[src/design/eeprom_init_pkg.sv]
// shared constants, types and encodings for the eeprom-to-sram initializer
// assumes a single 10 MHz core clock and an open-drain data line built outside
`default_nettype none

package eeprom_init_pkg;

  // ==========================================================
  // timing
  localparam int CLK_PERIOD_NS = 100;
  localparam int SCL_PERIOD_NS = 800;
  // one serial clock period is split into four quarter steps
  localparam int QUARTER_CYC = SCL_PERIOD_NS / (4 * CLK_PERIOD_NS);

  // ==========================================================
  // serial protocol values
  localparam logic [7:0] CMD_WRITE = 8'hA0;
  localparam logic [7:0] CMD_READ = 8'hA1;
  localparam logic [7:0] INIT_LOCATION = 8'h00;
  localparam logic [3:0] BIT_LAST_DATA = 4'h7;
  localparam logic [3:0] BIT_ACK = 4'h8;
  localparam logic [1:0] STEP_FALL = 2'h0;
  localparam logic [1:0] STEP_DRIVE = 2'h1;
  localparam logic [1:0] STEP_RISE = 2'h2;
  localparam logic [1:0] STEP_SAMPLE = 2'h3;

  // ==========================================================
  // default sizes
  localparam int RAM_DEPTH = 256;
  localparam int RAM_WIDTH = 8;
  localparam int FIFO_DEPTH = 8;

  // ==========================================================
  // types
  typedef enum logic [3:0] {
    S_INIT_CMD, S_INIT_LOC, S_INIT_RCMD, S_CLEAR, S_READ,
    S_STOP, S_WCMD, S_WADDR, S_WDATA
  } seq_state_t;

  typedef enum logic [1:0] {OP_START, OP_BYTE, OP_STOP, OP_HOLD} link_op_t;

  typedef struct packed {
    logic [7:0] addr;
    logic [7:0] data;
  } upd_entry_t;

endpackage : eeprom_init_pkg

`default_nettype wire

[src/design/eeprom_sram_init_i2c.sv]
// serial eeprom reader that fills an internal sram at reset, then writes
// single bytes back to the eeprom from a small update queue
// assumes the data line is joined open-drain outside and pulled up on board
`default_nettype none

// ==========================================================
// update queue
module upd_fifo #(
  parameter int WIDTH = 16,
  parameter int DEPTH = eeprom_init_pkg::FIFO_DEPTH
) (
  input wire logic core_clk_i,
  input wire logic rst_n_i,
  input wire logic in_valid_i,
  output logic in_ready_o,
  input wire logic [WIDTH-1:0] in_data_i,
  output logic out_valid_o,
  input wire logic out_ready_i,
  output logic [WIDTH-1:0] out_data_o
);
  localparam int PW = $clog2(DEPTH);

  if (DEPTH < 2 || (1 << PW) != DEPTH)
  begin : g_bad_depth
    $error("fifo depth must be a power of two");
  end

  logic [WIDTH-1:0] mem_q [DEPTH];
  logic [PW:0] wr_q;
  logic [PW:0] rd_q;
  logic push;
  logic pop;

  // full when pointers differ only in the wrap bit
  assign in_ready_o = !((wr_q[PW] != rd_q[PW]) && (wr_q[PW-1:0] == rd_q[PW-1:0]));
  assign out_valid_o = (wr_q != rd_q);
  assign push = in_valid_i && in_ready_o;
  assign pop = out_valid_o && out_ready_i;
  assign out_data_o = mem_q[rd_q[PW-1:0]];

  // storage needs no reset, only pointers do
  always_ff @(posedge core_clk_i)
  begin
    if (push)
    begin
      mem_q[wr_q[PW-1:0]] <= in_data_i;
    end
  end

  // pointer update
  always_ff @(posedge core_clk_i)
  begin
    if (!rst_n_i)
    begin
      wr_q <= '0;
      rd_q <= '0;
    end
    else
    begin
      if (push)
      begin
        wr_q <= wr_q + 1'b1;
      end
      if (pop)
      begin
        rd_q <= rd_q + 1'b1;
      end
    end
  end
endmodule : upd_fifo

// ==========================================================
// initializer top
// Operation
// the init output is high from reset until the sequencer enters the stop state.
// an eeprom byte write starts only while init is low and the update request is high.
// the source supplies the eeprom location on update_address and the byte on update_write_data.
// the active-low fetch strobe pulses low while the write address is finishing.
// the source drops the update request unless more address and data are waiting.
// the top level joins data in and out to one open-drain line, pulling low only for a zero.
// the serial clock output goes straight to the eeprom clock with no logic between.
// every eeprom transfer is nine bits, eight data bits then one acknowledge bit.
// the sram address is sized to the sram depth, 256 by default; the word counter has one extra bit in the 16-bit variant.
// the sram write port is eight bits wide in the default configuration.
// in the 16-bit variant each word is two eeprom bytes, upper first, from at least 512 bytes.
// in the 16-bit variant even bytes go to a holding register and odd bytes write the pair.
// a user needing the sram write port puts a mux arbiter in front of this block.
// init issues start with A0, location 00, repeated start with A1, then reads acking all but the last.
// the stop state holds a stop and on a request issues start and loads the A0 command.
// a write sends command (nack back to stop), address, data, then returns to stop.
// the sram write strobe is low during the ack step after each byte read (odd bytes only in the 16-bit variant), addressed by the word counter.
module eeprom_sram_init_i2c #(
  parameter int RAM_DEPTH = eeprom_init_pkg::RAM_DEPTH,
  parameter int RAM_WIDTH = eeprom_init_pkg::RAM_WIDTH,
  parameter int FIFO_DEPTH = eeprom_init_pkg::FIFO_DEPTH
) (
  input wire logic core_clk_i,
  input wire logic rst_n_i,
  input wire logic update_request_i,
  input wire logic update_push_i,
  output logic update_ready_o,
  input wire logic [7:0] update_address_i,
  input wire logic [7:0] update_write_data_i,
  output logic update_fetch_strobe_n_o,
  output logic init_o,
  output logic serial_clock_o,
  input wire logic serial_data_in_i,
  output logic serial_data_out_o,
  output logic serial_data_oe_n_o,
  output logic ram_write_strobe_n_o,
  output logic [$clog2(RAM_DEPTH)-1:0] ram_write_address_o,
  output logic [RAM_WIDTH-1:0] ram_write_data_o,
  output logic ram_write_clock_o
);
  localparam int AW = $clog2(RAM_DEPTH);
  localparam bit WIDE = (RAM_WIDTH == 16);
  localparam int CW = AW + (WIDE ? 1 : 0); // counts bytes in the wide variant

  // elaboration checks
  if (RAM_WIDTH != 8 && RAM_WIDTH != 16)
  begin : g_bad_width
    $error("ram width must be 8 or 16");
  end
  if (RAM_DEPTH < 2 || (1 << AW) != RAM_DEPTH)
  begin : g_bad_ram_depth
    $error("ram depth must be a power of two");
  end
  if (eeprom_init_pkg::QUARTER_CYC < 2)
  begin : g_bad_quarter
    $error("quarter step must span at least two core cycles");
  end

  // ==========================================================
  // declarations
  eeprom_init_pkg::seq_state_t state_q;
  eeprom_init_pkg::link_op_t op_q;
  eeprom_init_pkg::upd_entry_t in_entry;
  eeprom_init_pkg::upd_entry_t head;
  logic [$clog2(eeprom_init_pkg::QUARTER_CYC + 1)-1:0] qcnt_q;
  logic tick;
  logic [1:0] step_q;
  logic [3:0] bit_counter_q;
  logic [7:0] tx_byte_q;
  logic [7:0] received_byte_q;
  logic [7:0] wdata_q;
  logic [7:0] hold_q;
  logic [CW-1:0] word_counter_q;
  logic scl_q;
  logic sda_q;
  logic sda_meta_q;
  logic sda_sync_q;
  logic init_q;
  logic head_valid;
  logic rx_mode;
  logic last_byte;
  logic byte_done;
  logic nack_now;
  logic fetch;
  logic drive_bit;
  logic ram_write_indicator;

  // ==========================================================
  // update queue between the source and the link
  assign in_entry.addr = update_address_i;
  assign in_entry.data = update_write_data_i;

  upd_fifo #(
    .WIDTH($bits(eeprom_init_pkg::upd_entry_t)),
    .DEPTH(FIFO_DEPTH)
  ) u_fifo (
    .core_clk_i(core_clk_i),
    .rst_n_i(rst_n_i),
    .in_valid_i(update_push_i),
    .in_ready_o(update_ready_o),
    .in_data_i(in_entry),
    .out_valid_o(head_valid),
    .out_ready_i(fetch),
    .out_data_o(head)
  );

  // ==========================================================
  // quarter-step enable from the core clock
  always_ff @(posedge core_clk_i)
  begin
    if (!rst_n_i)
    begin
      qcnt_q <= '0;
    end
    else if (tick)
    begin
      qcnt_q <= ($bits(qcnt_q))'(eeprom_init_pkg::QUARTER_CYC - 1);
    end
    else
    begin
      qcnt_q <= qcnt_q - 1'b1;
    end
  end

  assign tick = (qcnt_q == '0);

  // two-flop synchroniser on the returning data line
  always_ff @(posedge core_clk_i)
  begin
    if (!rst_n_i)
    begin
      sda_meta_q <= 1'b1;
      sda_sync_q <= 1'b1;
    end
    else
    begin
      sda_meta_q <= serial_data_in_i;
      sda_sync_q <= sda_meta_q;
    end
  end

  // ==========================================================
  // link decode
  assign rx_mode = (state_q == eeprom_init_pkg::S_READ);
  assign last_byte = (word_counter_q == {CW{1'b1}});
  assign byte_done = tick && (op_q == eeprom_init_pkg::OP_BYTE) &&
                     (step_q == eeprom_init_pkg::STEP_SAMPLE) &&
                     (bit_counter_q == eeprom_init_pkg::BIT_ACK);
  assign nack_now = !rx_mode && sda_sync_q;
  // the pop happens as the last address bit is sampled, so the data is latched in time
  assign fetch = tick && (state_q == eeprom_init_pkg::S_WADDR) && (op_q == eeprom_init_pkg::OP_BYTE) &&
                 (step_q == eeprom_init_pkg::STEP_SAMPLE) &&
                 (bit_counter_q == eeprom_init_pkg::BIT_LAST_DATA);
  assign update_fetch_strobe_n_o = !fetch;

  // bit to place on the line: data, released ack, or our own ack or nack
  always_comb
  begin
    drive_bit = 1'b1;
    if (bit_counter_q != eeprom_init_pkg::BIT_ACK)
    begin
      drive_bit = rx_mode ? 1'b1 : tx_byte_q[3'(eeprom_init_pkg::BIT_LAST_DATA - bit_counter_q)];
    end
    else if (rx_mode)
    begin
      drive_bit = last_byte;
    end
  end

  // ==========================================================
  // link engine and sequencer: four quarter steps per bit
  always_ff @(posedge core_clk_i)
  begin
    if (!rst_n_i)
    begin
      state_q <= eeprom_init_pkg::S_INIT_CMD;
      op_q <= eeprom_init_pkg::OP_START;
      tx_byte_q <= eeprom_init_pkg::CMD_WRITE;
      step_q <= eeprom_init_pkg::STEP_FALL;
      bit_counter_q <= '0;
      received_byte_q <= '0;
      wdata_q <= '0;
      scl_q <= 1'b1;
      sda_q <= 1'b1;
    end
    else if (state_q == eeprom_init_pkg::S_CLEAR)
    begin
      state_q <= eeprom_init_pkg::S_READ; // counter clears in this cycle, never on a tick
    end
    else if (tick && op_q == eeprom_init_pkg::OP_HOLD)
    begin
      // idle with a stop on the line until a queued write may go
      if (!init_q && update_request_i && head_valid)
      begin
        state_q <= eeprom_init_pkg::S_WCMD;
        op_q <= eeprom_init_pkg::OP_START;
        tx_byte_q <= eeprom_init_pkg::CMD_WRITE;
        step_q <= eeprom_init_pkg::STEP_FALL;
      end
    end
    else if (tick)
    begin
      step_q <= step_q + 1'b1;
      case (step_q)
        eeprom_init_pkg::STEP_FALL:
        begin
          scl_q <= 1'b0;
        end
        eeprom_init_pkg::STEP_DRIVE:
        begin
          // data moves only while the clock is low, except the start and stop edges
          case (op_q)
            eeprom_init_pkg::OP_START: sda_q <= 1'b1;
            eeprom_init_pkg::OP_STOP: sda_q <= 1'b0;
            default: sda_q <= drive_bit;
          endcase
        end
        eeprom_init_pkg::STEP_RISE:
        begin
          scl_q <= 1'b1;
        end
        default:
        begin
          if (fetch)
          begin
            wdata_q <= head.data;
          end
          case (op_q)
            eeprom_init_pkg::OP_START:
            begin
              sda_q <= 1'b0;
              op_q <= eeprom_init_pkg::OP_BYTE;
              bit_counter_q <= '0;
            end
            eeprom_init_pkg::OP_STOP:
            begin
              sda_q <= 1'b1;
              op_q <= eeprom_init_pkg::OP_HOLD;
            end
            default:
            begin
              if (bit_counter_q != eeprom_init_pkg::BIT_ACK)
              begin
                bit_counter_q <= bit_counter_q + 1'b1;
                if (rx_mode)
                begin
                  received_byte_q <= {received_byte_q[6:0], sda_sync_q};
                end
              end
              else
              begin
                bit_counter_q <= '0;
                case (state_q)
                  eeprom_init_pkg::S_INIT_CMD, eeprom_init_pkg::S_INIT_LOC, eeprom_init_pkg::S_INIT_RCMD:
                  begin
                    if (nack_now)
                    begin
                      // an absent eeprom makes init retry from the top
                      state_q <= eeprom_init_pkg::S_INIT_CMD;
                      op_q <= eeprom_init_pkg::OP_START;
                      tx_byte_q <= eeprom_init_pkg::CMD_WRITE;
                    end
                    else if (state_q == eeprom_init_pkg::S_INIT_CMD)
                    begin
                      state_q <= eeprom_init_pkg::S_INIT_LOC;
                      tx_byte_q <= eeprom_init_pkg::INIT_LOCATION;
                    end
                    else if (state_q == eeprom_init_pkg::S_INIT_LOC)
                    begin
                      state_q <= eeprom_init_pkg::S_INIT_RCMD;
                      op_q <= eeprom_init_pkg::OP_START;
                      tx_byte_q <= eeprom_init_pkg::CMD_READ;
                    end
                    else
                    begin
                      state_q <= eeprom_init_pkg::S_CLEAR;
                    end
                  end
                  eeprom_init_pkg::S_READ:
                  begin
                    if (last_byte)
                    begin
                      state_q <= eeprom_init_pkg::S_STOP;
                      op_q <= eeprom_init_pkg::OP_STOP;
                    end
                  end
                  eeprom_init_pkg::S_WCMD:
                  begin
                    if (nack_now)
                    begin
                      // eeprom still busy programming: stop and poll again later
                      state_q <= eeprom_init_pkg::S_STOP;
                      op_q <= eeprom_init_pkg::OP_STOP;
                    end
                    else
                    begin
                      state_q <= eeprom_init_pkg::S_WADDR;
                      tx_byte_q <= head.addr;
                    end
                  end
                  eeprom_init_pkg::S_WADDR:
                  begin
                    if (nack_now)
                    begin
                      state_q <= eeprom_init_pkg::S_STOP;
                      op_q <= eeprom_init_pkg::OP_STOP;
                    end
                    else
                    begin
                      state_q <= eeprom_init_pkg::S_WDATA;
                      tx_byte_q <= wdata_q;
                    end
                  end
                  default:
                  begin
                    state_q <= eeprom_init_pkg::S_STOP;
                    op_q <= eeprom_init_pkg::OP_STOP;
                  end
                endcase
              end
            end
          endcase
        end
      endcase
    end
  end

  // ==========================================================
  // init status
  always_ff @(posedge core_clk_i)
  begin
    if (!rst_n_i)
    begin
      init_q <= 1'b1;
    end
    else if (state_q == eeprom_init_pkg::S_STOP)
    begin
      init_q <= 1'b0;
    end
  end

  // word counter and wide-variant holding register
  always_ff @(posedge core_clk_i)
  begin
    if (!rst_n_i)
    begin
      word_counter_q <= '0;
      hold_q <= '0;
    end
    else if (state_q == eeprom_init_pkg::S_CLEAR)
    begin
      word_counter_q <= '0;
    end
    else if (byte_done && rx_mode)
    begin
      word_counter_q <= word_counter_q + 1'b1;
      if (WIDE && !word_counter_q[0])
      begin
        hold_q <= received_byte_q;
      end
    end
  end

  // ==========================================================
  // sram write port
  // strobe spans the whole ack bit; in the wide variant only odd bytes write
  assign ram_write_indicator = rx_mode && (op_q == eeprom_init_pkg::OP_BYTE) &&
                               (bit_counter_q == eeprom_init_pkg::BIT_ACK) &&
                               (!WIDE || word_counter_q[0]);
  assign ram_write_strobe_n_o = !ram_write_indicator;
  assign ram_write_address_o = word_counter_q[CW-1 -: AW];

  if (WIDE)
  begin : g_wide
    assign ram_write_data_o = {hold_q, received_byte_q};
  end
  else
  begin : g_narrow
    assign ram_write_data_o = received_byte_q;
  end

  // the sram writes on its rising edge, as the serial clock falls
  assign ram_write_clock_o = !scl_q;

  // serial pins: the clock leaves untouched, the data pin is open-drain
  assign serial_clock_o = scl_q;
  assign serial_data_out_o = sda_q;
  assign serial_data_oe_n_o = sda_q;
  assign init_o = init_q;
endmodule : eeprom_sram_init_i2c

`default_nettype wire

[config.mk]
export PLATFORM = sky130hd
export DESIGN_NAME = eeprom_sram_init_i2c
export DESIGN_NICKNAME = d
export VERILOG_FILES = /design/src/design/eeprom_init_pkg.sv /design/src/design/eeprom_sram_init_i2c.sv
export SDC_FILE = /design/constraint.sdc
export NUM_CORES = 1
export LEC_CHECK = 0
export ABC_AREA = 1
export BUFFER_PORTS_ARGS = -buffer_cell sky130_fd_sc_hd__buf_2
export CAP_MARGIN = 15
export CORE_MARGIN = 2
export CORE_UTILIZATION = 45
export DETAILED_ROUTE_END_ITERATION = 12
export PLACE_DENSITY = 0.67
export SLEW_MARGIN = 10
export SYNTH_ARGS = -nofsm -noshare
export SYNTH_HDL_FRONTEND = slang
export SYNTH_SLANG_ARGS = --single-unit
export TNS_END_PERCENT = 1
[constraint.sdc]
create_clock -name core_clk_i -period 3.03 [get_ports core_clk_i]
set_clock_uncertainty 0.1 [all_clocks]
set_input_delay 0.1515 -clock core_clk_i [delete_from_list [all_inputs] [get_ports core_clk_i]]
set_output_delay 0.1515 -clock core_clk_i [all_outputs]
set_load 0.05 [all_outputs]
---- Yosys cells after proc, flatten, opt, wreduce, memory -nomap -nowiden ----
Memories as Yosys holds them, arrays and structs flattened. A register that Yosys moved wholly into a read port is not among the register bits.
Index checks and enable logic that the tools add are counted.
word-level totals
  register bits ........................... 59
  latch bits .............................. 0
  memory bits (writable) .................. 128
  bits in read-only memories .............. 0
  memories ................................ 1
cells by class
  add/sub/neg operators ................... 7
  $mul .................................... 0
  div/mod/pow operators ................... 0
  order comparisons ....................... 1
  eq/ne operators ......................... 38
  shift operators ......................... 0
  muxes and demuxes ....................... 56
  bitwise logic cells ..................... 7
  reductions and logical operators ........ 49
memory list
  name          words  width  read ports  clocked after memory_dff  wr ports  RTL line                    text
  u_fifo.mem_q  8      16     1           1                         1         eeprom_sram_init_i2c.sv:28  logic [WIDTH-1:0] mem_q [DEPTH];
operators by type and width
  cell                                                                   number
  8-bit 2-to-1 mux                                                       11
  4-bit 2-to-1 mux                                                       9
  2-bit 2-to-1 mux                                                       15
  8-bit case mux with 3 select lines                                     1
  4-bit by 3-bit equality test with 1-bit output, second input constant  5
  1-bit logical AND                                                      17
  4-bit case mux with 4 select lines                                     1
  3-bit by 1-bit != test with 1-bit output, second input constant        5
  5-bit AND reduction                                                    3
  4-bit by 1-bit adder with 4-bit output, second input constant          3
  6-bit != test, second input constant                                   2
  6-bit AND reduction                                                    2
  5-bit by 1-bit != test with 1-bit output, second input constant        2
  10-bit AND reduction                                                   1
  2-bit OR reduction                                                     5
  3-bit 2-to-1 mux                                                       3
  9-bit AND reduction                                                    1
  8-bit by 1-bit adder with 8-bit output, second input constant          1
  2-bit equality test, second input constant                             4
  4-bit by 2-bit equality test with 1-bit output, second input constant  2
  8-bit equality test, second input constant                             1
  1-bit 2-to-1 mux                                                       8
  2-bit by 1-bit != test with 1-bit output, second input constant        4
  4-bit by 1-bit != test with 1-bit output, second input constant        2
  other kinds (30)                                                       50

---- Depth between registers and ports, before layout ----
Gate-level depths: netlist of run 1.
  word-level depth ........................ 11
  gate-level depth with buffers ........... 13
  gate-level depth less buffers ........... 13

---- Cells and area by module ----
From an unflattened synthesis of run 1, not the netlist that was laid out.
unflattened totals
  cell total of the unflattened synthesis .. 932
  area, all modules ....................... 8574.5 sq um
by module, submodules not included
  module                instances  cells an instance  area an instance (sq um)
  upd_fifo              1          493                5667.9
  eeprom_sram_init_i2c  1          439                2906.5

---- Worst setup path before layout of run 1 ----
No wires, ideal clock.
  path type ............................... register -> register
  start point ............................. register u_fifo.wr_q[1]
  end point ............................... memory u_fifo.mem_q[6][0], enable pin
  library setup time ...................... 409 ps
  arrival ................................. 2415 ps
  slack ................................... 106 ps
  stages on the path, launching flop included .. 8
  buffers on the path ..................... 0
  cell sequence ........................... dfxtp_1 inv_2 nand2_1 nand2_1 nor2_2 nand4_1 nand3_1 nor3_1
between the ends
  cells in the longest elaborated chain, start to end .. 6
ends and longest elaborated chain
  element                                 RTL line                     text
  from (decl)                             eeprom_sram_init_i2c.sv:29   logic [PW:0] wr_q;
  from (signal assigned)                  eeprom_sram_init_i2c.sv:62   wr_q <= wr_q + 1'b1;
  3-bit equality test                     eeprom_sram_init_i2c.sv:35   assign in_ready_o = !((wr_q[PW] != rd_q[PW]) && (wr_q[PW-1:0] == rd_q[PW-1:0]));
  1-bit logical AND                       eeprom_sram_init_i2c.sv:35
  1-bit logical NOT                       eeprom_sram_init_i2c.sv:35
  net update_ready_o                      eeprom_sram_init_i2c.sv:101  output logic update_ready_o,
  1-bit logical AND                       eeprom_sram_init_i2c.sv:37   assign push = in_valid_i && in_ready_o;
  1-bit 2-to-1 mux                        eeprom_sram_init_i2c.sv:44   if (push)
  1-bit 2-to-1 mux (implied by the code)  eeprom_sram_init_i2c.sv:46   mem_q[wr_q[PW-1:0]] <= in_data_i;
  to (decl)                               eeprom_sram_init_i2c.sv:28
The timed path passes the listed nets, and every way through them passes these cells.

---- Final worst setup path of run 1 ----
  start point ............................. register qcnt_q[0] in the netlist's numbering
  end point ............................... register tx_byte_q[6]
between the ends
  cells in the longest elaborated chain, start to end .. 4
  elaborated cells between the ends (all ways) .. 13
ends and longest elaborated chain
  element                                                 RTL line                     text
  from (decl)                                             eeprom_sram_init_i2c.sv:139  logic [$clog2(eeprom_init_pkg::QUARTER_CYC + 1)-1:0] qcnt_q;
  from (signal assigned)                                  eeprom_sram_init_i2c.sv:191  qcnt_q <= ($bits(qcnt_q))'(eeprom_init_pkg::QUARTER_CYC - 1);
  from (signal assigned)                                  eeprom_sram_init_i2c.sv:195  qcnt_q <= qcnt_q - 1'b1;
  2-bit logical NOT (*)                                   eeprom_sram_init_i2c.sv:199  assign tick = (qcnt_q == '0);
  1-bit logical AND                                       eeprom_sram_init_i2c.sv:264  else if (tick && op_q == eeprom_init_pkg::OP_HOLD)
  5-bit != test (no source line) (tied with other cells)  --
  10-bit AND reduction (no source line)                   --
  to (signal assigned)                                    eeprom_sram_init_i2c.sv:252  tx_byte_q <= eeprom_init_pkg::CMD_WRITE;
  to (signal assigned)                                    eeprom_sram_init_i2c.sv:271  tx_byte_q <= eeprom_init_pkg::CMD_WRITE;
  to (signal assigned)                                    eeprom_sram_init_i2c.sv:335  tx_byte_q <= eeprom_init_pkg::CMD_WRITE;
  to (decl)                                               eeprom_sram_init_i2c.sv:143  logic [7:0] tx_byte_q;
Mark *: on every way between the ends. The rest lies on a longest branch, timed or not.
A chain may end at the register's enable or synchronous reset.

==> impl_results.html, run 1 <==
<table>
<tr><th>Metric</th><th>Value</th></tr>
<tr><th colspan="2">Drt</th></tr>
<tr><td>Routed wire per std cell</td><td>15.82 microns</td></tr>
<tr><td>Remaining number of nets flagged by the antenna check after routing</td><td>0</td></tr>
<tr><td>Remaining routing DRC violations</td><td>0</td></tr>
<tr><td>Wire length after detailed routing</td><td>18.06 mm</td></tr>
<tr><td>Count of vias placed by the detailed router</td><td>5,979</td></tr>
<tr><td>Ratio of routed vias to standard cells</td><td>5.240</td></tr>
<tr><td>DRT Pass-1 Iters</td><td>7</td></tr>
<tr><td>Number of DRC markers in iteration 0</td><td>476</td></tr>
<tr><th colspan="2">Run</th></tr>
<tr><td>Number of maximum-capacitance violations</td><td>0</td></tr>
<tr><th colspan="2">Global route</th></tr>
<tr><td>Global-route wire length before repair</td><td>28.92 mm</td></tr>
<tr><td>Aggregate global routing overflow</td><td>0</td></tr>
<tr><td>Maximum number of pins on one net before global-route repair</td><td>65</td></tr>
<tr><td>Initial antenna violation count</td><td>0</td></tr>
<tr><td>Vias in the first global route</td><td>5,573</td></tr>
<tr><td>GRT Util Overall</td><td>0.1910</td></tr>
<tr><th colspan="2">Yosys</th></tr>
<tr><td>Post-synth top flop</td><td>sky130_fd_sc_hd__edfxtp_1</td></tr>
<tr><td>Fraction of registers with async set/reset</td><td>0</td></tr>
<tr><td>Synth cell types</td><td>42</td></tr>
<tr><td>Number of nets produced by synthesis</td><td>869</td></tr>
<tr><td>Number of flops mapped to enable cells by yosys</td><td>128</td></tr>
<tr><td>Average cell area after synthesis</td><td>9.836 sq um</td></tr>
<tr><td>Yosys Warn Count</td><td>0</td></tr>
<tr><td>Sequential fraction of the synthesis area</td><td>0.6176</td></tr>
<tr><td>Post-synthesis register bit count</td><td>190</td></tr>
<tr><td>Synthesized instance count</td><td>837</td></tr>
<tr><td>Combined area of all synthesized cells</td><td>0.008233 sq mm</td></tr>
<tr><th colspan="2">Pwr</th></tr>
<tr><td>Power per standard cell area</td><td>572.0 mW/mm^2</td></tr>
<tr><td>P_leak</td><td>3.582 nW</td></tr>
<tr><td>Overall power</td><td>0.005429 W</td></tr>
<tr><td>IR drop worst, VDD</td><td>0.0004159 V</td></tr>
<tr><th colspan="2">CTS</th></tr>
<tr><td>Post-CTS Repair Setup Buffers</td><td>0</td></tr>
<tr><td>CTS tree</td><td>yes</td></tr>
<tr><td>Gates resized, CTS repair</td><td>0</td></tr>
<tr><td>Clk pin slew, worst setup/hold paths</td><td>0.07 ns</td></tr>
<tr><td>TritonCTS sink count</td><td>190</td></tr>
<tr><td>Clock Tree Buf Depth</td><td>2</td></tr>
<tr><td>Clk Latency, worst-skew pair</td><td>0.43 ns</td></tr>
<tr><td>Master cell of the clock root buffer</td><td>sky130_fd_sc_hd__clkbuf_16</td></tr>
<tr><td>H-tree Lvls</td><td>4</td></tr>
<tr><td>TritonCTS Buffers</td><td>17</td></tr>
<tr><th colspan="2">Timing</th></tr>
<tr><td>Final Hold Fails</td><td>0</td></tr>
<tr><td>Setup repair after global routing missed its margin</td><td>false</td></tr>
<tr><td>Relative slew slack</td><td>0.4134</td></tr>
<tr><td>Worst-Margin Slew</td><td>0.8789 ns</td></tr>
<tr><td>Final count of negative-setup-slack endpoints</td><td>0</td></tr>
<tr><td>Sum Neg Setup Slack</td><td>0 ns</td></tr>
<tr><td>Final number of max-transition violations</td><td>0</td></tr>
<tr><td>Min cycle time layout</td><td>2.225 ns</td></tr>
<tr><td>Achievable frequency</td><td>449.4 MHz</td></tr>
<tr><td>Hold WS</td><td>0.04957 ns</td></tr>
<tr><td>Final cycle utilization of the critical path</td><td>0.7345</td></tr>
<tr><th colspan="2">Layout</th></tr>
<tr><td>Ratio of cells with drive above 1 in the final layout</td><td>0.1425</td></tr>
<tr><td>P&amp;R area growth vs syn</td><td>15.29%</td></tr>
<tr><td>Post-route cell area</td><td>0.009492 sq mm</td></tr>
<tr><td>Final layout net count</td><td>931</td></tr>
<tr><td>Count of inserted antenna diode cells</td><td>0</td></tr>
<tr><td>Final cell count without fillers</td><td>1,141</td></tr>
<tr><th colspan="2">Die</th></tr>
<tr><td>Starting Density</td><td>0.4583</td></tr>
<tr><td>Top-level I/O count</td><td>45</td></tr>
<tr><td>Placement Rows</td><td>49</td></tr>
<tr><td>Die ar.</td><td>0.01939 sq mm</td></tr>
<tr><td>Core Area</td><td>0.01796 sq mm</td></tr>
<tr><td>Horiz. Die Dim</td><td>139.3 microns</td></tr>
<tr><td>Die outline height</td><td>139.3 microns</td></tr>
<tr><th colspan="2">Placed design</th></tr>
<tr><td>Cell area reported after detailed placement</td><td>0.008701 sq mm</td></tr>
<tr><td>Final weighted congestion in routability-driven placement</td><td>0.8899</td></tr>
<tr><td>Cell Count Post-Placement</td><td>1,091</td></tr>
<tr><td>Detailed Place HPWL</td><td>11.13 mm</td></tr>
<tr><td># port buffers</td><td>44</td></tr>
<tr><th colspan="2">Worst setup path</th></tr>
<tr><td>Largest stage delay on the critical path</td><td>0.33 ns</td></tr>
<tr><td>Maximum fanout count along the critical path</td><td>13</td></tr>
<tr><td>Dominant delay contributor by cell family on the critical path</td><td>simple AND/OR/NAND/NOR gates</td></tr>
<tr><td>Worst path bufs/invs</td><td>3</td></tr>
<tr><td>Slowest CP cell</td><td>sky130_fd_sc_hd__ha_1</td></tr>
<tr><td>Most used cell, CP</td><td>sky130_fd_sc_hd__nand2_1</td></tr>
<tr><td>Sort of element at the end of the critical path</td><td>flop</td></tr>
<tr><td>Classification of the worst setup path</td><td>flop to flop</td></tr>
<tr><td>WP data arrival</td><td>2.45 ns</td></tr>
<tr><td>Required arrival time at the worst endpoint</td><td>3.26 ns</td></tr>
<tr><td>Startpoint class of the critical path</td><td>flop</td></tr>
<tr><td>Series of cell instances along the critical path</td><td>inv_1 -&gt; ha_1 -&gt; nand3_2 -&gt; inv_2 -&gt; nand2_1 -&gt; nand3_1 -&gt; inv_1 -&gt; nand2_4 -&gt; nand2_1 -&gt; nand2_1 -&gt; nor2_1</td></tr>
<tr><th colspan="2">Min path</th></tr>
<tr><td>Worst hold path type</td><td>input port to flop</td></tr>
<tr><th colspan="2">Outcome</th></tr>
<tr><td>Status</td><td>completed</td></tr>
</table>
worst reg2reg max path: cells and delay by family, from the launching register on:
| family | cells | cell delay [ns] |
|---|---|---|
| DFF | 1 | 0.32 |
| and+or+nand+nor | 7 | 0.91 |
| adders and majority gates | 1 | 0.33 |
| buffers and inverters | 3 | 0.46 |
placed cells by master, fill, tap and decap left out, types with 4 or more instances in the layout:
cell and instances:
sky130_fd_sc_hd__nand2_1 150, sky130_fd_sc_hd__nand3_1 61, sky130_fd_sc_hd__dlygate4sd3_1 18, sky130_fd_sc_hd__inv_1 58, sky130_fd_sc_hd__nand3_2 4, sky130_fd_sc_hd__nor2_1 109
sky130_fd_sc_hd__buf_4 17, sky130_fd_sc_hd__buf_2 44, sky130_fd_sc_hd__nor3_1 10, sky130_fd_sc_hd__a21oi_1 46, sky130_fd_sc_hd__o211ai_1 6, sky130_fd_sc_hd__o221ai_1 8
sky130_fd_sc_hd__dfxtp_1 61, sky130_fd_sc_hd__nor2_2 5, sky130_fd_sc_hd__edfxtp_1 128, sky130_fd_sc_hd__clkbuf_16 17, sky130_fd_sc_hd__o21ai_0 87, sky130_fd_sc_hd__o22ai_1 8
sky130_fd_sc_hd__nand4_1 7, sky130_fd_sc_hd__inv_2 7, sky130_fd_sc_hd__ha_1 11, sky130_fd_sc_hd__inv_8 4
power breakdown:
group          leakage [nW]  internal, W  total, W  switching [W]
registers              1.66      0.00282   0.00284      0.0000237
clock network         0.293      0.00132   0.00231       0.000989
logic                  1.62    0.0000895  0.000276       0.000187
cell families (layout without fill, tap and decap cells):
logic type                 Yosys count  after routing  share of synthesized area
and+or+nand+nor                    364            364                     0.1994
DFF                                190            190                     0.6176
AOI/OAI and AO/OA                  169            169                     0.1137
buffers and inverters              103            178                    0.05258
adders and majority gates           11             11                    0.01672
sequential cells by signal, summed over array words and instances, names as in the netlist, named ones only:
signal,count
ram_write_data_o,8
init_o,1
sda_sync_q,1
state_q,4
u_fifo.rd_q,4
wdata_q,8
serial_clock_o,1
u_fifo.mem_q,128
ram_write_address_o,8
op_q,2
u_fifo.wr_q,4
step_q,2
sda_meta_q,1
tx_byte_q,8
bit_counter_q,4
serial_data_oe_n_o,1
qcnt_q,2
what timing repair did:
action | in CTS | in global routing
setup endpoints to repair | 0 | 0
hold buffers | 18 | 0
hold endpoints to repair | 130 | 0
per-stage QoR:
stage	worst slack, ns	utilization
CTS	0.8071	0.5284
detailed placement	0.8290	0.4844
floorplan	0.1060	-
finish	0.8046	0.5284
global route	0.6129	0.5284
global placement	0.8799	0.4844
cell usage after synthesis (4+ instances only):
master / instances / area (sq um)
sky130_fd_sc_hd__nand4_1: 7 / 43.79
sky130_fd_sc_hd__nand2_1: 150 / 563.0
sky130_fd_sc_hd__nor2_1: 110 / 412.9
sky130_fd_sc_hd__nand3_2: 4 / 40.04
sky130_fd_sc_hd__dfxtp_1: 62 / 1241
sky130_fd_sc_hd__buf_2: 11 / 55.05
sky130_fd_sc_hd__a21oi_1: 46 / 230.2
sky130_fd_sc_hd__ha_1: 11 / 137.6
sky130_fd_sc_hd__nor2_2: 4 / 25.02
sky130_fd_sc_hd__inv_1: 58 / 217.7
sky130_fd_sc_hd__o21ai_0: 87 / 435.4
sky130_fd_sc_hd__o22ai_1: 8 / 50.05
sky130_fd_sc_hd__edfxtp_1: 128 / 3844
sky130_fd_sc_hd__inv_2: 7 / 26.28
sky130_fd_sc_hd__o211ai_1: 6 / 45.04
sky130_fd_sc_hd__nand3_1: 61 / 305.3
sky130_fd_sc_hd__nor3_1: 11 / 55.05
sky130_fd_sc_hd__o221ai_1: 8 / 70.07
sky130_fd_sc_hd__clkbuf_1: 18 / 67.56
worst paths after layout:
| path | from | end | slack [ns] | cells after the start |
|---|---|---|---|---|
| setup reg to reg | qcnt_q[0]$_SDFF_PN0_ | tx_byte_q[6]$_SDFFE_PN0P_ | 0.80 | 11 |
| hold / removal | update_push_i | u_fifo.wr_q[0]$_SDFFE_PN0P_ | 0.05 | 4 |
| setup / recovery | qcnt_q[0]$_SDFF_PN0_ | tx_byte_q[6]$_SDFFE_PN0P_ | 0.80 | 11 |
| hold reg to reg | sda_meta_q$_SDFF_PN1_ | sda_sync_q$_SDFF_PN1_ | 0.33 | 1 |
routing by layer:
metal	up-vias	wire (microns)	track usage	share of wire
met3	18	786	0.04164	0.044
li1	3013	-	-	-
met4	0	234	0.05316	0.013
met1	2801	8256	0.2502	0.46
met5	-	0	0	0
met2	147	8779	0.3222	0.49
layout make-up:
cell class                 instances  area, sq um
clock buffer                      19        432.9
tap                              229        286.5
timing repair buffer              79        528.0
multi-input combinational        544         2723
inverter                          67        257.7
sequential                       190         5086
fill                            1554         8472
clock inverter                    13        177.7
No activity file was read; power rests on OpenSTA's default activity.
==> run 2: changes to the inputs <==
PLACE_DENSITY = 0.69   (was 0.67)
clock period = 1.8 ns   (was 3.03 ns; I/O delays follow)
==> run 2 against run 1 <==
The run now ends with negative setup slack left. Largest power group unchanged. Fmax up 23%. Utilization increased by 3.8 points. Design area is 7.1% higher. Setup slack got worse by 0.82 ns. Register-to-register slack got worse by 0.82 ns. Sequential share of layout area shrank 3.4 points. Critical endpoint is now u_fifo.mem_q[3][3]$_DFFE_PP_. Global-route usage grew 0.16 points. Total power rose by 64%. Largest cell class unchanged.
==> impl_results.html, run 2 (synthesis results as in run 1) <==
<table>
<tr><th>Metric</th><th>Value</th></tr>
<tr><th colspan="2">Drt</th></tr>
<tr><td>Remaining routing DRC violations</td><td>0 (unchanged)</td></tr>
<tr><td>Ratio of routed vias to standard cells</td><td>5.246 (was 5.240)</td></tr>
<tr><td>Wire length after detailed routing</td><td>18.18 mm (was 18.06 mm)</td></tr>
<tr><td>Remaining number of nets flagged by the antenna check after routing</td><td>0 (unchanged)</td></tr>
<tr><td>DRT Pass-1 Iters</td><td>5 (was 7)</td></tr>
<tr><td>Count of vias placed by the detailed router</td><td>6,243 (was 5,979)</td></tr>
<tr><td>Number of DRC markers in iteration 0</td><td>627 (was 476)</td></tr>
<tr><td>Routed wire per std cell</td><td>15.28 microns (was 15.82 microns)</td></tr>
<tr><th colspan="2">Die</th></tr>
<tr><td>Placement Rows</td><td>49 (unchanged)</td></tr>
<tr><td>Die ar.</td><td>0.01939 sq mm (unchanged)</td></tr>
<tr><td>Starting Density</td><td>0.4583 (unchanged)</td></tr>
<tr><td>Core Area</td><td>0.01796 sq mm (unchanged)</td></tr>
<tr><td>Horiz. Die Dim</td><td>139.3 microns (unchanged)</td></tr>
<tr><td>Top-level I/O count</td><td>45 (unchanged)</td></tr>
<tr><td>Die outline height</td><td>139.3 microns (unchanged)</td></tr>
<tr><th colspan="2">Pwr</th></tr>
<tr><td>P_leak</td><td>3.893 nW (was 3.582 nW)</td></tr>
<tr><td>Overall power</td><td>0.008923 W (was 0.005429 W)</td></tr>
<tr><td>IR drop worst, VDD</td><td>0.0007509 V (was 0.0004159 V)</td></tr>
<tr><td>Power per standard cell area</td><td>877.8 mW/mm^2 (was 572.0 mW/mm^2)</td></tr>
<tr><th colspan="2">Layout</th></tr>
<tr><td>Count of inserted antenna diode cells</td><td>0 (unchanged)</td></tr>
<tr><td>Largest register FFs</td><td>128 (unchanged)</td></tr>
<tr><td>Final layout net count</td><td>982 (was 931)</td></tr>
<tr><td>Ratio of cells with drive above 1 in the final layout</td><td>0.2300 (was 0.1425)</td></tr>
<tr><td>End-of-flow core utilization</td><td>0.5659 (was 0.5284)</td></tr>
<tr><td>Leading cell type in the layout, fill and taps excluded</td><td>sky130_fd_sc_hd__nand2_1 (unchanged)</td></tr>
<tr><td>Area taken by flip-flops and latches</td><td>0.005105 sq mm (was 0.005086 sq mm)</td></tr>
<tr><td>Total area of multi-input combinational cells</td><td>0.002884 sq mm (was 0.002723 sq mm)</td></tr>
<tr><td>P&amp;R area growth vs syn</td><td>23.48% (was 15.29%)</td></tr>
<tr><td>Most frequent cells in the layout</td><td>sky130_fd_sc_hd__nand2_1, sky130_fd_sc_hd__edfxtp_1, sky130_fd_sc_hd__nor2_1, sky130_fd_sc_hd__o21ai_0, sky130_fd_sc_hd__nand3_1 (was sky130_fd_sc_hd__nand2_1, sky130_fd_sc_hd__edfxtp_1, sky130_fd_sc_hd__nor2_1, sky130_fd_sc_hd__o21ai_0)</td></tr>
<tr><td>Number of fill cells</td><td>1,502 (was 1,554)</td></tr>
<tr><th colspan="2">Worst setup path</th></tr>
<tr><td>Required arrival time at the worst endpoint</td><td>1.88 ns (was 3.26 ns)</td></tr>
<tr><td>Startpoint of the worst register-to-register path</td><td>u_fifo.rd_q[0]$_SDFFE_PN0P_ (was qcnt_q[0]$_SDFF_PN0_)</td></tr>
<tr><td>Maximum fanout count along the critical path</td><td>16 (was 13)</td></tr>
<tr><td>Classification of the worst setup path</td><td>flop to flop (unchanged)</td></tr>
<tr><td>Dominant delay contributor by cell family on the critical path</td><td>simple AND/OR/NAND/NOR gates (unchanged)</td></tr>
<tr><td>Worst-case register-to-register setup slack</td><td>-0.01 ns (was 0.80 ns)</td></tr>
<tr><td>Sort of element at the end of the critical path</td><td>flop (unchanged)</td></tr>
<tr><td>WP data arrival</td><td>1.90 ns (was 2.45 ns)</td></tr>
<tr><td>Series of cell instances along the critical path</td><td>inv_2 -&gt; nand2_1 -&gt; nand2_1 -&gt; nor2_2 -&gt; nand4_1 -&gt; buf_4 -&gt; nand2_4 -&gt; nor2_2 -&gt; inv_2 -&gt; nor2_4 -&gt; buf_12 (was inv_1 -&gt; ha_1 -&gt; nand3_2 -&gt; inv_2 -&gt; nand2_1 -&gt; nand3_1 -&gt; inv_1 -&gt; nand2_4 -&gt; nand2_1 -&gt; nand2_1 -&gt; nor2_1)</td></tr>
<tr><td>Depth of the most critical reg-to-reg path</td><td>11 (unchanged)</td></tr>
<tr><td>Slowest CP cell</td><td>sky130_fd_sc_hd__dfxtp_2 (was sky130_fd_sc_hd__ha_1)</td></tr>
<tr><td>Worst path bufs/invs</td><td>4 (was 3)</td></tr>
<tr><td>Worst flop-to-flop path endpoint</td><td>u_fifo.mem_q[3][3]$_DFFE_PP_ (was tx_byte_q[6]$_SDFFE_PN0P_)</td></tr>
<tr><td>Startpoint class of the critical path</td><td>flop (unchanged)</td></tr>
<tr><td>Largest stage delay on the critical path</td><td>0.35 ns (was 0.33 ns)</td></tr>
<tr><th colspan="2">CTS</th></tr>
<tr><td>Clock Tree Buf Depth</td><td>2 (unchanged)</td></tr>
<tr><td>TritonCTS sink count</td><td>190 (unchanged)</td></tr>
<tr><td>Master cell of the clock root buffer</td><td>sky130_fd_sc_hd__clkbuf_16 (unchanged)</td></tr>
<tr><td>H-tree Lvls</td><td>4 (unchanged)</td></tr>
<tr><td>CTS tree</td><td>yes (unchanged)</td></tr>
<tr><td>Clk pin slew, worst setup/hold paths</td><td>0.07 ns (about the same)</td></tr>
<tr><td>Clk Latency, worst-skew pair</td><td>0.43 ns (about the same)</td></tr>
<tr><td>TritonCTS Buffers</td><td>17 (unchanged)</td></tr>
<tr><th colspan="2">Min path</th></tr>
<tr><td>Hold-critical path depth</td><td>7 (was 4)</td></tr>
<tr><td>Hold Path Origin</td><td>update_request_i (was update_push_i)</td></tr>
<tr><td>Sink of the worst hold path</td><td>op_q[1]$_SDFFE_PN0P_ (was u_fifo.wr_q[0]$_SDFFE_PN0P_)</td></tr>
<tr><td>Worst hold path type</td><td>input port to flop (unchanged)</td></tr>
<tr><th colspan="2">Global route</th></tr>
<tr><td>GRT Util Overall</td><td>0.1926 (was 0.1910)</td></tr>
<tr><td>Vias in the first global route</td><td>5,917 (was 5,573)</td></tr>
<tr><td>Initial antenna violation count</td><td>0 (unchanged)</td></tr>
<tr><td>Global-route wire length before repair</td><td>29.71 mm (was 28.92 mm)</td></tr>
<tr><td>Maximum number of pins on one net before global-route repair</td><td>65 (unchanged)</td></tr>
<tr><td>Aggregate global routing overflow</td><td>0 (unchanged)</td></tr>
<tr><th colspan="2">Timing</th></tr>
<tr><td>Relative slew slack</td><td>0.6219 (was 0.4134)</td></tr>
<tr><td>Final count of negative-setup-slack endpoints</td><td>26 (was 0)</td></tr>
<tr><td>Sum Neg Setup Slack</td><td>-0.1107 ns (was 0 ns)</td></tr>
<tr><td>Achievable frequency</td><td>551.2 MHz (was 449.4 MHz)</td></tr>
<tr><td>Final number of max-transition violations</td><td>0 (unchanged)</td></tr>
<tr><td>Final Hold Fails</td><td>0 (unchanged)</td></tr>
<tr><td>Worst setup slack after layout</td><td>-0.01416 ns (was 0.8046 ns)</td></tr>
<tr><td>Final cycle utilization of the critical path</td><td>1.008 (was 0.7345)</td></tr>
<tr><td>Min cycle time layout</td><td>1.814 ns (was 2.225 ns)</td></tr>
<tr><td>Setup repair after global routing missed its margin</td><td>true (was false)</td></tr>
<tr><td>Worst-Margin Slew</td><td>0.5658 ns (was 0.8789 ns)</td></tr>
<tr><th colspan="2">Outcome</th></tr>
<tr><td>Violated checks</td><td>negative setup slack</td></tr>
<tr><td>Status</td><td>complete, but fails checks (was completed)</td></tr>
<tr><th colspan="2">Placed design</th></tr>
<tr><td>Detailed Place HPWL</td><td>11.74 mm (was 11.13 mm)</td></tr>
<tr><td># port buffers</td><td>44 (unchanged)</td></tr>
<tr><td>Final weighted congestion in routability-driven placement</td><td>0.8154 (was 0.8899)</td></tr>
<tr><th colspan="2">Run</th></tr>
<tr><td>Number of maximum-capacitance violations</td><td>0 (unchanged)</td></tr>
</table>
-- run 2: cell count changes in the layout (fill, tap and decap cells not counted), moves of 4 or more --
| cell | change |
|---|---|
| sky130_fd_sc_hd__buf_12 | +11 |
| sky130_fd_sc_hd__dfxtp_1 | -15 |
| sky130_fd_sc_hd__nand2_2 | +4 |
| sky130_fd_sc_hd__inv_1 | -5 |
| sky130_fd_sc_hd__buf_6 | +5 |
| sky130_fd_sc_hd__nand2_1 | -5 |
| sky130_fd_sc_hd__o21ai_1 | +4 |
| sky130_fd_sc_hd__nor2_4 | +7 |
| sky130_fd_sc_hd__buf_4 | +36 |
| sky130_fd_sc_hd__o21ai_0 | -5 |
| sky130_fd_sc_hd__inv_2 | +4 |
| sky130_fd_sc_hd__nor2_1 | -10 |
| sky130_fd_sc_hd__dfxtp_2 | +15 |
-- run 2: worst max path at each step --
stage / endpoint / cells after the start / startpoint / slack, ns
after global routing: u_fifo.mem_q[5][8]$_DFFE_PP_ / 11 / u_fifo.wr_q[0]$_SDFFE_PN0P_ / -0.12
after detailed placement: u_fifo.mem_q[0][11]$_DFFE_PP_ / 6 / u_fifo.wr_q[3]$_SDFFE_PN0P_ / -0.09
after global placement: u_fifo.mem_q[0][15]$_DFFE_PP_ / 6 / u_fifo.wr_q[3]$_SDFFE_PN0P_ / -0.03
after floorplan: u_fifo.mem_q[6][0]$_DFFE_PP_ / 7 / u_fifo.wr_q[1]$_SDFFE_PN0P_ / -0.48
after CTS: ram_write_strobe_n_o / 6 / bit_counter_q[0]$_SDFFE_PN0P_ / -0.02
final: u_fifo.mem_q[3][3]$_DFFE_PP_ / 11 / u_fifo.rd_q[0]$_SDFFE_PN0P_ / -0.01
-- run 2: final cells by class --
cell class / count / area share
Sequential cell: 190 / 0.5022
Timing Repair Buffer: 130 / 0.1057
Clock buffer: 18 / 0.04222
Inverter: 67 / 0.02560
Multi-Input combinational cell: 544 / 0.2837
Tap cell: 229 / 0.02818
Clock inverter: 12 / 0.01243
-- run 2: metal layers --
layer  vias to the layer above  GRT usage  part of all wire  wire length (microns)
li1                       3103          -                 -                      -
met1                      2942     0.2687              0.46                   8438
met2                       168     0.3047              0.46                   8422
met5                         -          0                 0                      0
met3                        30    0.03407             0.052                    952
met4                         0    0.06911             0.020                    368
-- run 2: power breakdown --
group	internal [W]	switching (W)
combinational	0.000218	0.000351
clock	0.00193	0.00165
sequential	0.00475	0.0000336
-- run 2: worst register-to-register path: cells and delay by family (launching register included) --
kind | cells | cell delay (ns)
and+or+nand+nor | 7 | 0.60
buffers and inverters | 4 | 0.52
DFF | 1 | 0.35
-- run 2: metrics by stage --
step	area (sq um)	worst slack (ns)	instances	hold slack, ns
floorplan	8308	-0.4775	837	0.08887
global placement	9254	-0.02802	1139	0.1758
detailed placement	9254	-0.09388	1139	0.1887
CTS	10060	-0.02279	1190	0.1540
global route	10170	-0.1236	1190	0.1771
finish	10170	-0.01416	1190	0.1663
-- run 2: timing repair --
| action | CTS | global route |
|---|---|---|
| endpoints found under the setup margin | 107 | 141 |
| hold buffers | 19 | 0 |
| resized for setup | 17 | 35 |
| buffers inserted | 2 | 0 |
| hold endpoints to repair | 133 | 0 |
| pin swaps | 5 | 10 |
==> run 3: changes to the inputs <==
SYNTH_HIERARCHICAL = 1   (was not set)
==> run 3 against run 2 <==
The run now ends clean. Area after synthesis rose by 4.1%. Clock power up 4%. Critical path depth decreased by 4. Largest cell class unchanged.
==> impl_results.html, run 3 <==
<table>
<tr><th>Metric</th><th>Value</th></tr>
<tr><th colspan="2">Global route</th></tr>
<tr><td>Maximum number of pins on one net before global-route repair</td><td>36 (was 65)</td></tr>
<tr><td>Aggregate global routing overflow</td><td>0 (unchanged)</td></tr>
<tr><td>GRT Util Overall</td><td>0.1966 (was 0.1926)</td></tr>
<tr><td>Global-route wire length before repair</td><td>31.04 mm (was 29.71 mm)</td></tr>
<tr><td>Vias in the first global route</td><td>6,203 (was 5,917)</td></tr>
<tr><td>Initial antenna violation count</td><td>0 (unchanged)</td></tr>
<tr><th colspan="2">Layout</th></tr>
<tr><td>Area taken by flip-flops and latches</td><td>0.005116 sq mm (was 0.005105 sq mm)</td></tr>
<tr><td>P&amp;R area growth vs syn</td><td>22.47% (was 23.48%)</td></tr>
<tr><td>Post-route cell area</td><td>0.01050 sq mm (was 0.01017 sq mm)</td></tr>
<tr><td>Number of fill cells</td><td>1,544 (was 1,502)</td></tr>
<tr><td>Most frequent cells in the layout</td><td>sky130_fd_sc_hd__nor2_1, sky130_fd_sc_hd__nand2_1, sky130_fd_sc_hd__edfxtp_1, sky130_fd_sc_hd__o21ai_0, sky130_fd_sc_hd__inv_1 (was sky130_fd_sc_hd__nand2_1, sky130_fd_sc_hd__edfxtp_1, sky130_fd_sc_hd__nor2_1, sky130_fd_sc_hd__o21ai_0, sky130_fd_sc_hd__nand3_1)</td></tr>
<tr><td>Ratio of cells with drive above 1 in the final layout</td><td>0.2233 (was 0.2300)</td></tr>
<tr><td>Largest register FFs</td><td>128 (unchanged)</td></tr>
<tr><td>Total area of multi-input combinational cells</td><td>0.003141 sq mm (was 0.002884 sq mm)</td></tr>
<tr><td>End-of-flow core utilization</td><td>0.5614 (was 0.5659)</td></tr>
<tr><td>Count of inserted antenna diode cells</td><td>0 (unchanged)</td></tr>
<tr><td>Final cell count without fillers</td><td>1,291 (was 1,190)</td></tr>
<tr><td>Leading cell type in the layout, fill and taps excluded</td><td>sky130_fd_sc_hd__nor2_1 (was sky130_fd_sc_hd__nand2_1)</td></tr>
<tr><td>Final layout net count</td><td>1,076 (was 982)</td></tr>
<tr><th colspan="2">CTS</th></tr>
<tr><td>Master cell of the clock root buffer</td><td>sky130_fd_sc_hd__clkbuf_16 (unchanged)</td></tr>
<tr><td>TritonCTS sink count</td><td>190 (unchanged)</td></tr>
<tr><td>TritonCTS Buffers</td><td>17 (unchanged)</td></tr>
<tr><td>Clk pin slew, worst setup/hold paths</td><td>0.07 ns (about the same)</td></tr>
<tr><td>Clock Tree Buf Depth</td><td>2 (unchanged)</td></tr>
<tr><td>CTS tree</td><td>yes (unchanged)</td></tr>
<tr><td>Clk Latency, worst-skew pair</td><td>0.43 ns (about the same)</td></tr>
<tr><td>H-tree Lvls</td><td>4 (unchanged)</td></tr>
<tr><th colspan="2">Worst setup path</th></tr>
<tr><td>Sort of element at the end of the critical path</td><td>output pin (was flop)</td></tr>
<tr><td>WP data arrival</td><td>1.59 ns (was 1.90 ns)</td></tr>
<tr><td>Required arrival time at the worst endpoint</td><td>1.61 ns (was 1.88 ns)</td></tr>
<tr><td>Startpoint class of the critical path</td><td>flop (unchanged)</td></tr>
<tr><td>Maximum fanout count along the critical path</td><td>3 (was 16)</td></tr>
<tr><td>Classification of the worst setup path</td><td>flop to output pin (was flop to flop)</td></tr>
<tr><th colspan="2">Drt</th></tr>
<tr><td>Remaining number of nets flagged by the antenna check after routing</td><td>0 (unchanged)</td></tr>
<tr><td>Routed wire per std cell</td><td>14.86 microns (was 15.28 microns)</td></tr>
<tr><td>Remaining routing DRC violations</td><td>0 (unchanged)</td></tr>
<tr><td>Ratio of routed vias to standard cells</td><td>5.092 (was 5.246)</td></tr>
<tr><td>Count of vias placed by the detailed router</td><td>6,574 (was 6,243)</td></tr>
<tr><td>Number of DRC markers in iteration 0</td><td>475 (was 627)</td></tr>
<tr><td>DRT Pass-1 Iters</td><td>5 (unchanged)</td></tr>
<tr><td>Wire length after detailed routing</td><td>19.18 mm (was 18.18 mm)</td></tr>
<tr><th colspan="2">Yosys</th></tr>
<tr><td>Synthesized instance count</td><td>932 (was 837)</td></tr>
<tr><td>Fraction of registers with async set/reset</td><td>0 (unchanged)</td></tr>
<tr><td>Sequential fraction of the synthesis area</td><td>0.5930 (was 0.6176)</td></tr>
<tr><td>Portion of synthesized cell area occupied by the leading cell type</td><td>0.4483 (was 0.4669)</td></tr>
<tr><td>Average cell area after synthesis</td><td>9.200 sq um (was 9.836 sq um)</td></tr>
<tr><td>Combined area of all synthesized cells</td><td>0.008574 sq mm (was 0.008233 sq mm)</td></tr>
<tr><td>Dominant cells by area after synthesis</td><td>sky130_fd_sc_hd__edfxtp_1, sky130_fd_sc_hd__dfxtp_1, sky130_fd_sc_hd__nor2_1, sky130_fd_sc_hd__nand2_1, sky130_fd_sc_hd__o21ai_0 (was sky130_fd_sc_hd__edfxtp_1, sky130_fd_sc_hd__dfxtp_1, sky130_fd_sc_hd__nand2_1, sky130_fd_sc_hd__o21ai_0, sky130_fd_sc_hd__nor2_1)</td></tr>
<tr><td>Post-synth top flop</td><td>sky130_fd_sc_hd__edfxtp_1 (unchanged)</td></tr>
<tr><td>Post-synthesis register bit count</td><td>190 (unchanged)</td></tr>
<tr><td>Number of flops mapped to enable cells by yosys</td><td>128 (unchanged)</td></tr>
<tr><td>Commonest cells in the synthesized netlist</td><td>sky130_fd_sc_hd__nor2_1, sky130_fd_sc_hd__nand2_1, sky130_fd_sc_hd__edfxtp_1 (was sky130_fd_sc_hd__nand2_1, sky130_fd_sc_hd__edfxtp_1, sky130_fd_sc_hd__nor2_1)</td></tr>
<tr><td>Synth cell types</td><td>38 (was 42)</td></tr>
<tr><td>Yosys Warn Count</td><td>6 (was 0)</td></tr>
<tr><td>Number of nets produced by synthesis</td><td>964 (was 869)</td></tr>
<tr><td>Yosys top cell by area</td><td>sky130_fd_sc_hd__edfxtp_1 (unchanged)</td></tr>
<tr><td>Most numerous cell in the Yosys netlist</td><td>sky130_fd_sc_hd__nor2_1 (was sky130_fd_sc_hd__nand2_1)</td></tr>
<tr><th colspan="2">Timing</th></tr>
<tr><td>Final number of max-transition violations</td><td>0 (unchanged)</td></tr>
<tr><td>Final Hold Fails</td><td>0 (unchanged)</td></tr>
<tr><td>Relative slew slack</td><td>0.6514 (was 0.6219)</td></tr>
<tr><td>Final count of negative-setup-slack endpoints</td><td>0 (was 26)</td></tr>
<tr><td>Min cycle time layout</td><td>1.785 ns (was 1.814 ns)</td></tr>
<tr><td>Setup repair after global routing missed its margin</td><td>true (unchanged)</td></tr>
<tr><td>Achievable frequency</td><td>560.4 MHz (was 551.2 MHz)</td></tr>
<tr><td>Worst-Margin Slew</td><td>0.5209 ns (was 0.5658 ns)</td></tr>
<tr><td>Final cycle utilization of the critical path</td><td>0.9914 (was 1.008)</td></tr>
<tr><th colspan="2">Die</th></tr>
<tr><td>Top-level I/O count</td><td>45 (unchanged)</td></tr>
<tr><td>Placement Rows</td><td>50 (was 49)</td></tr>
<tr><td>Die ar.</td><td>0.02017 sq mm (was 0.01939 sq mm)</td></tr>
<tr><td>Core Area</td><td>0.01871 sq mm (was 0.01796 sq mm)</td></tr>
<tr><td>Starting Density</td><td>0.4584 (was 0.4583)</td></tr>
<tr><td>Horiz. Die Dim</td><td>142.0 microns (was 139.3 microns)</td></tr>
<tr><td>Die outline height</td><td>142.0 microns (was 139.3 microns)</td></tr>
<tr><th colspan="2">Pwr</th></tr>
<tr><td>P_leak</td><td>4.062 nW (was 3.893 nW)</td></tr>
<tr><td>Switching part of the total</td><td>0.2377 (was 0.2274)</td></tr>
<tr><td>Overall power</td><td>0.009084 W (was 0.008923 W)</td></tr>
<tr><td>Switching component of the power</td><td>0.002159 W (was 0.002030 W)</td></tr>
<tr><td>Power per standard cell area</td><td>865.0 mW/mm^2 (was 877.8 mW/mm^2)</td></tr>
<tr><td>IR drop worst, VDD</td><td>0.0007147 V (was 0.0007509 V)</td></tr>
<tr><td>Sequential power share</td><td>0.526 (was 0.536)</td></tr>
<tr><td>Part of the power in the clock network</td><td>0.412 (was 0.401)</td></tr>
<tr><td>Part of the total power dissipated in combinational logic</td><td>0.062 (was 0.064)</td></tr>
<tr><td>Cell-internal power</td><td>0.006924 W (was 0.006894 W)</td></tr>
<tr><th colspan="2">Placed design</th></tr>
<tr><td>Cell Count Post-Placement</td><td>1,221 (was 1,139)</td></tr>
<tr><td>Detailed Place HPWL</td><td>12.38 mm (was 11.74 mm)</td></tr>
<tr><td># port buffers</td><td>44 (unchanged)</td></tr>
<tr><td>Final weighted congestion in routability-driven placement</td><td>0.8716 (was 0.8154)</td></tr>
<tr><td>Cell area reported after detailed placement</td><td>0.009369 sq mm (was 0.009254 sq mm)</td></tr>
<tr><th colspan="2">Outcome</th></tr>
<tr><td>Status</td><td>completed (was complete, but fails checks)</td></tr>
<tr><th colspan="2">Min path</th></tr>
<tr><td>Worst hold path type</td><td>input port to flop (unchanged)</td></tr>
<tr><th colspan="2">Run</th></tr>
<tr><td>Number of maximum-capacitance violations</td><td>0 (unchanged)</td></tr>
</table>
-- run 3: final timing paths --
check / depth (start not counted) / to / from / slack (ns)
setup / recovery: 7 / ram_write_strobe_n_o / bit_counter_q[1]$_SDFFE_PN0P_ / 0.02
setup reg to reg: 12 / tx_byte_q[1]$_SDFFE_PN0P_ / qcnt_q[0]$_SDFF_PN0_ / 0.06
hold reg to reg: 1 / sda_sync_q$_SDFF_PN1_ / sda_meta_q$_SDFF_PN1_ / 0.32
hold / removal: 5 / state_q[0]$_SDFFE_PP0P_ / rst_n_i / 0.04
-- run 3: critical path, stage by stage, from the launching register on --
cell and delay, ns:
sky130_fd_sc_hd__dfxtp_4 0.36, sky130_fd_sc_hd__inv_4 0.06, sky130_fd_sc_hd__ha_4 0.15, sky130_fd_sc_hd__nand2_4 0.06, sky130_fd_sc_hd__nor2_4 0.11, sky130_fd_sc_hd__buf_6 0.10, sky130_fd_sc_hd__nand4_1 0.13, sky130_fd_sc_hd__buf_6 0.18
-- run 3: power groups by stage --
stage          Clock, W  Sequential, W  Combinational, W
5_1_grt         0.00399        0.00478          0.000631
4_1_cts         0.00380        0.00478          0.000555
3_5_place_dp          0        0.00488          0.000507
2_1_floorplan         0        0.00490          0.000283
3_3_place_gp          0        0.00488          0.000497
6_report        0.00374        0.00477          0.000566
-- run 3: cells by family after synthesis --
group / count (synthesis) / share of synthesized area
adder cells (fa/ha/maj): 11 / 0.01605
XOR/XNOR: 3 / 0.003065
AND/OR/NAND/NOR: 463 / 0.2383
buffers and inverters: 110 / 0.05749
flip-flops: 190 / 0.5930
AO/OA/AOI/OAI: 155 / 0.09208
-- run 3: final cells by class --
type                    count  area share
repair buffers            127      0.1009
clock buffers              17     0.04051
flip-flops and latches    190      0.4872
well taps                 234     0.02788
inverters                  75     0.02871
clock inverters            15     0.01573
multi-input cells         633      0.2991
-- run 3: what timing repair did --
| action | in CTS | in global routing |
|---|---|---|
| hold buffers | 18 | 0 |
| gates resized for setup | 33 | 39 |
| setup buffers | 11 | 8 |
| hold endpoints to repair | 131 | 0 |
| setup endpoints to repair | 4 | 65 |
| cloned | 0 | 1 |
| pin swaps | 4 | 8 |
-- run 3: layer usage --
metal | vias to the layer above | routed length, microns | track usage
met5 | - | 0 | 0
met4 | 0 | 265 | 0.06737
met1 | 3102 | 8838 | 0.2617
met3 | 22 | 734 | 0.03466
li1 | 3307 | - | -
met2 | 143 | 9343 | 0.3262
-- run 3: metrics by stage --
step	worst slack, ns	TNS (ns)	hold slack (ns)
final	0.01544	0	0.04117
after global routing	-0.05226	-0.6004	0.07483
after CTS	-0.01695	-0.01695	0.06035
after detailed placement	-0.0002386	-0.0002386	0.1819
after global placement	0.04774	0	0.1772
after floorplan	-0.2445	-22.52	0.08887
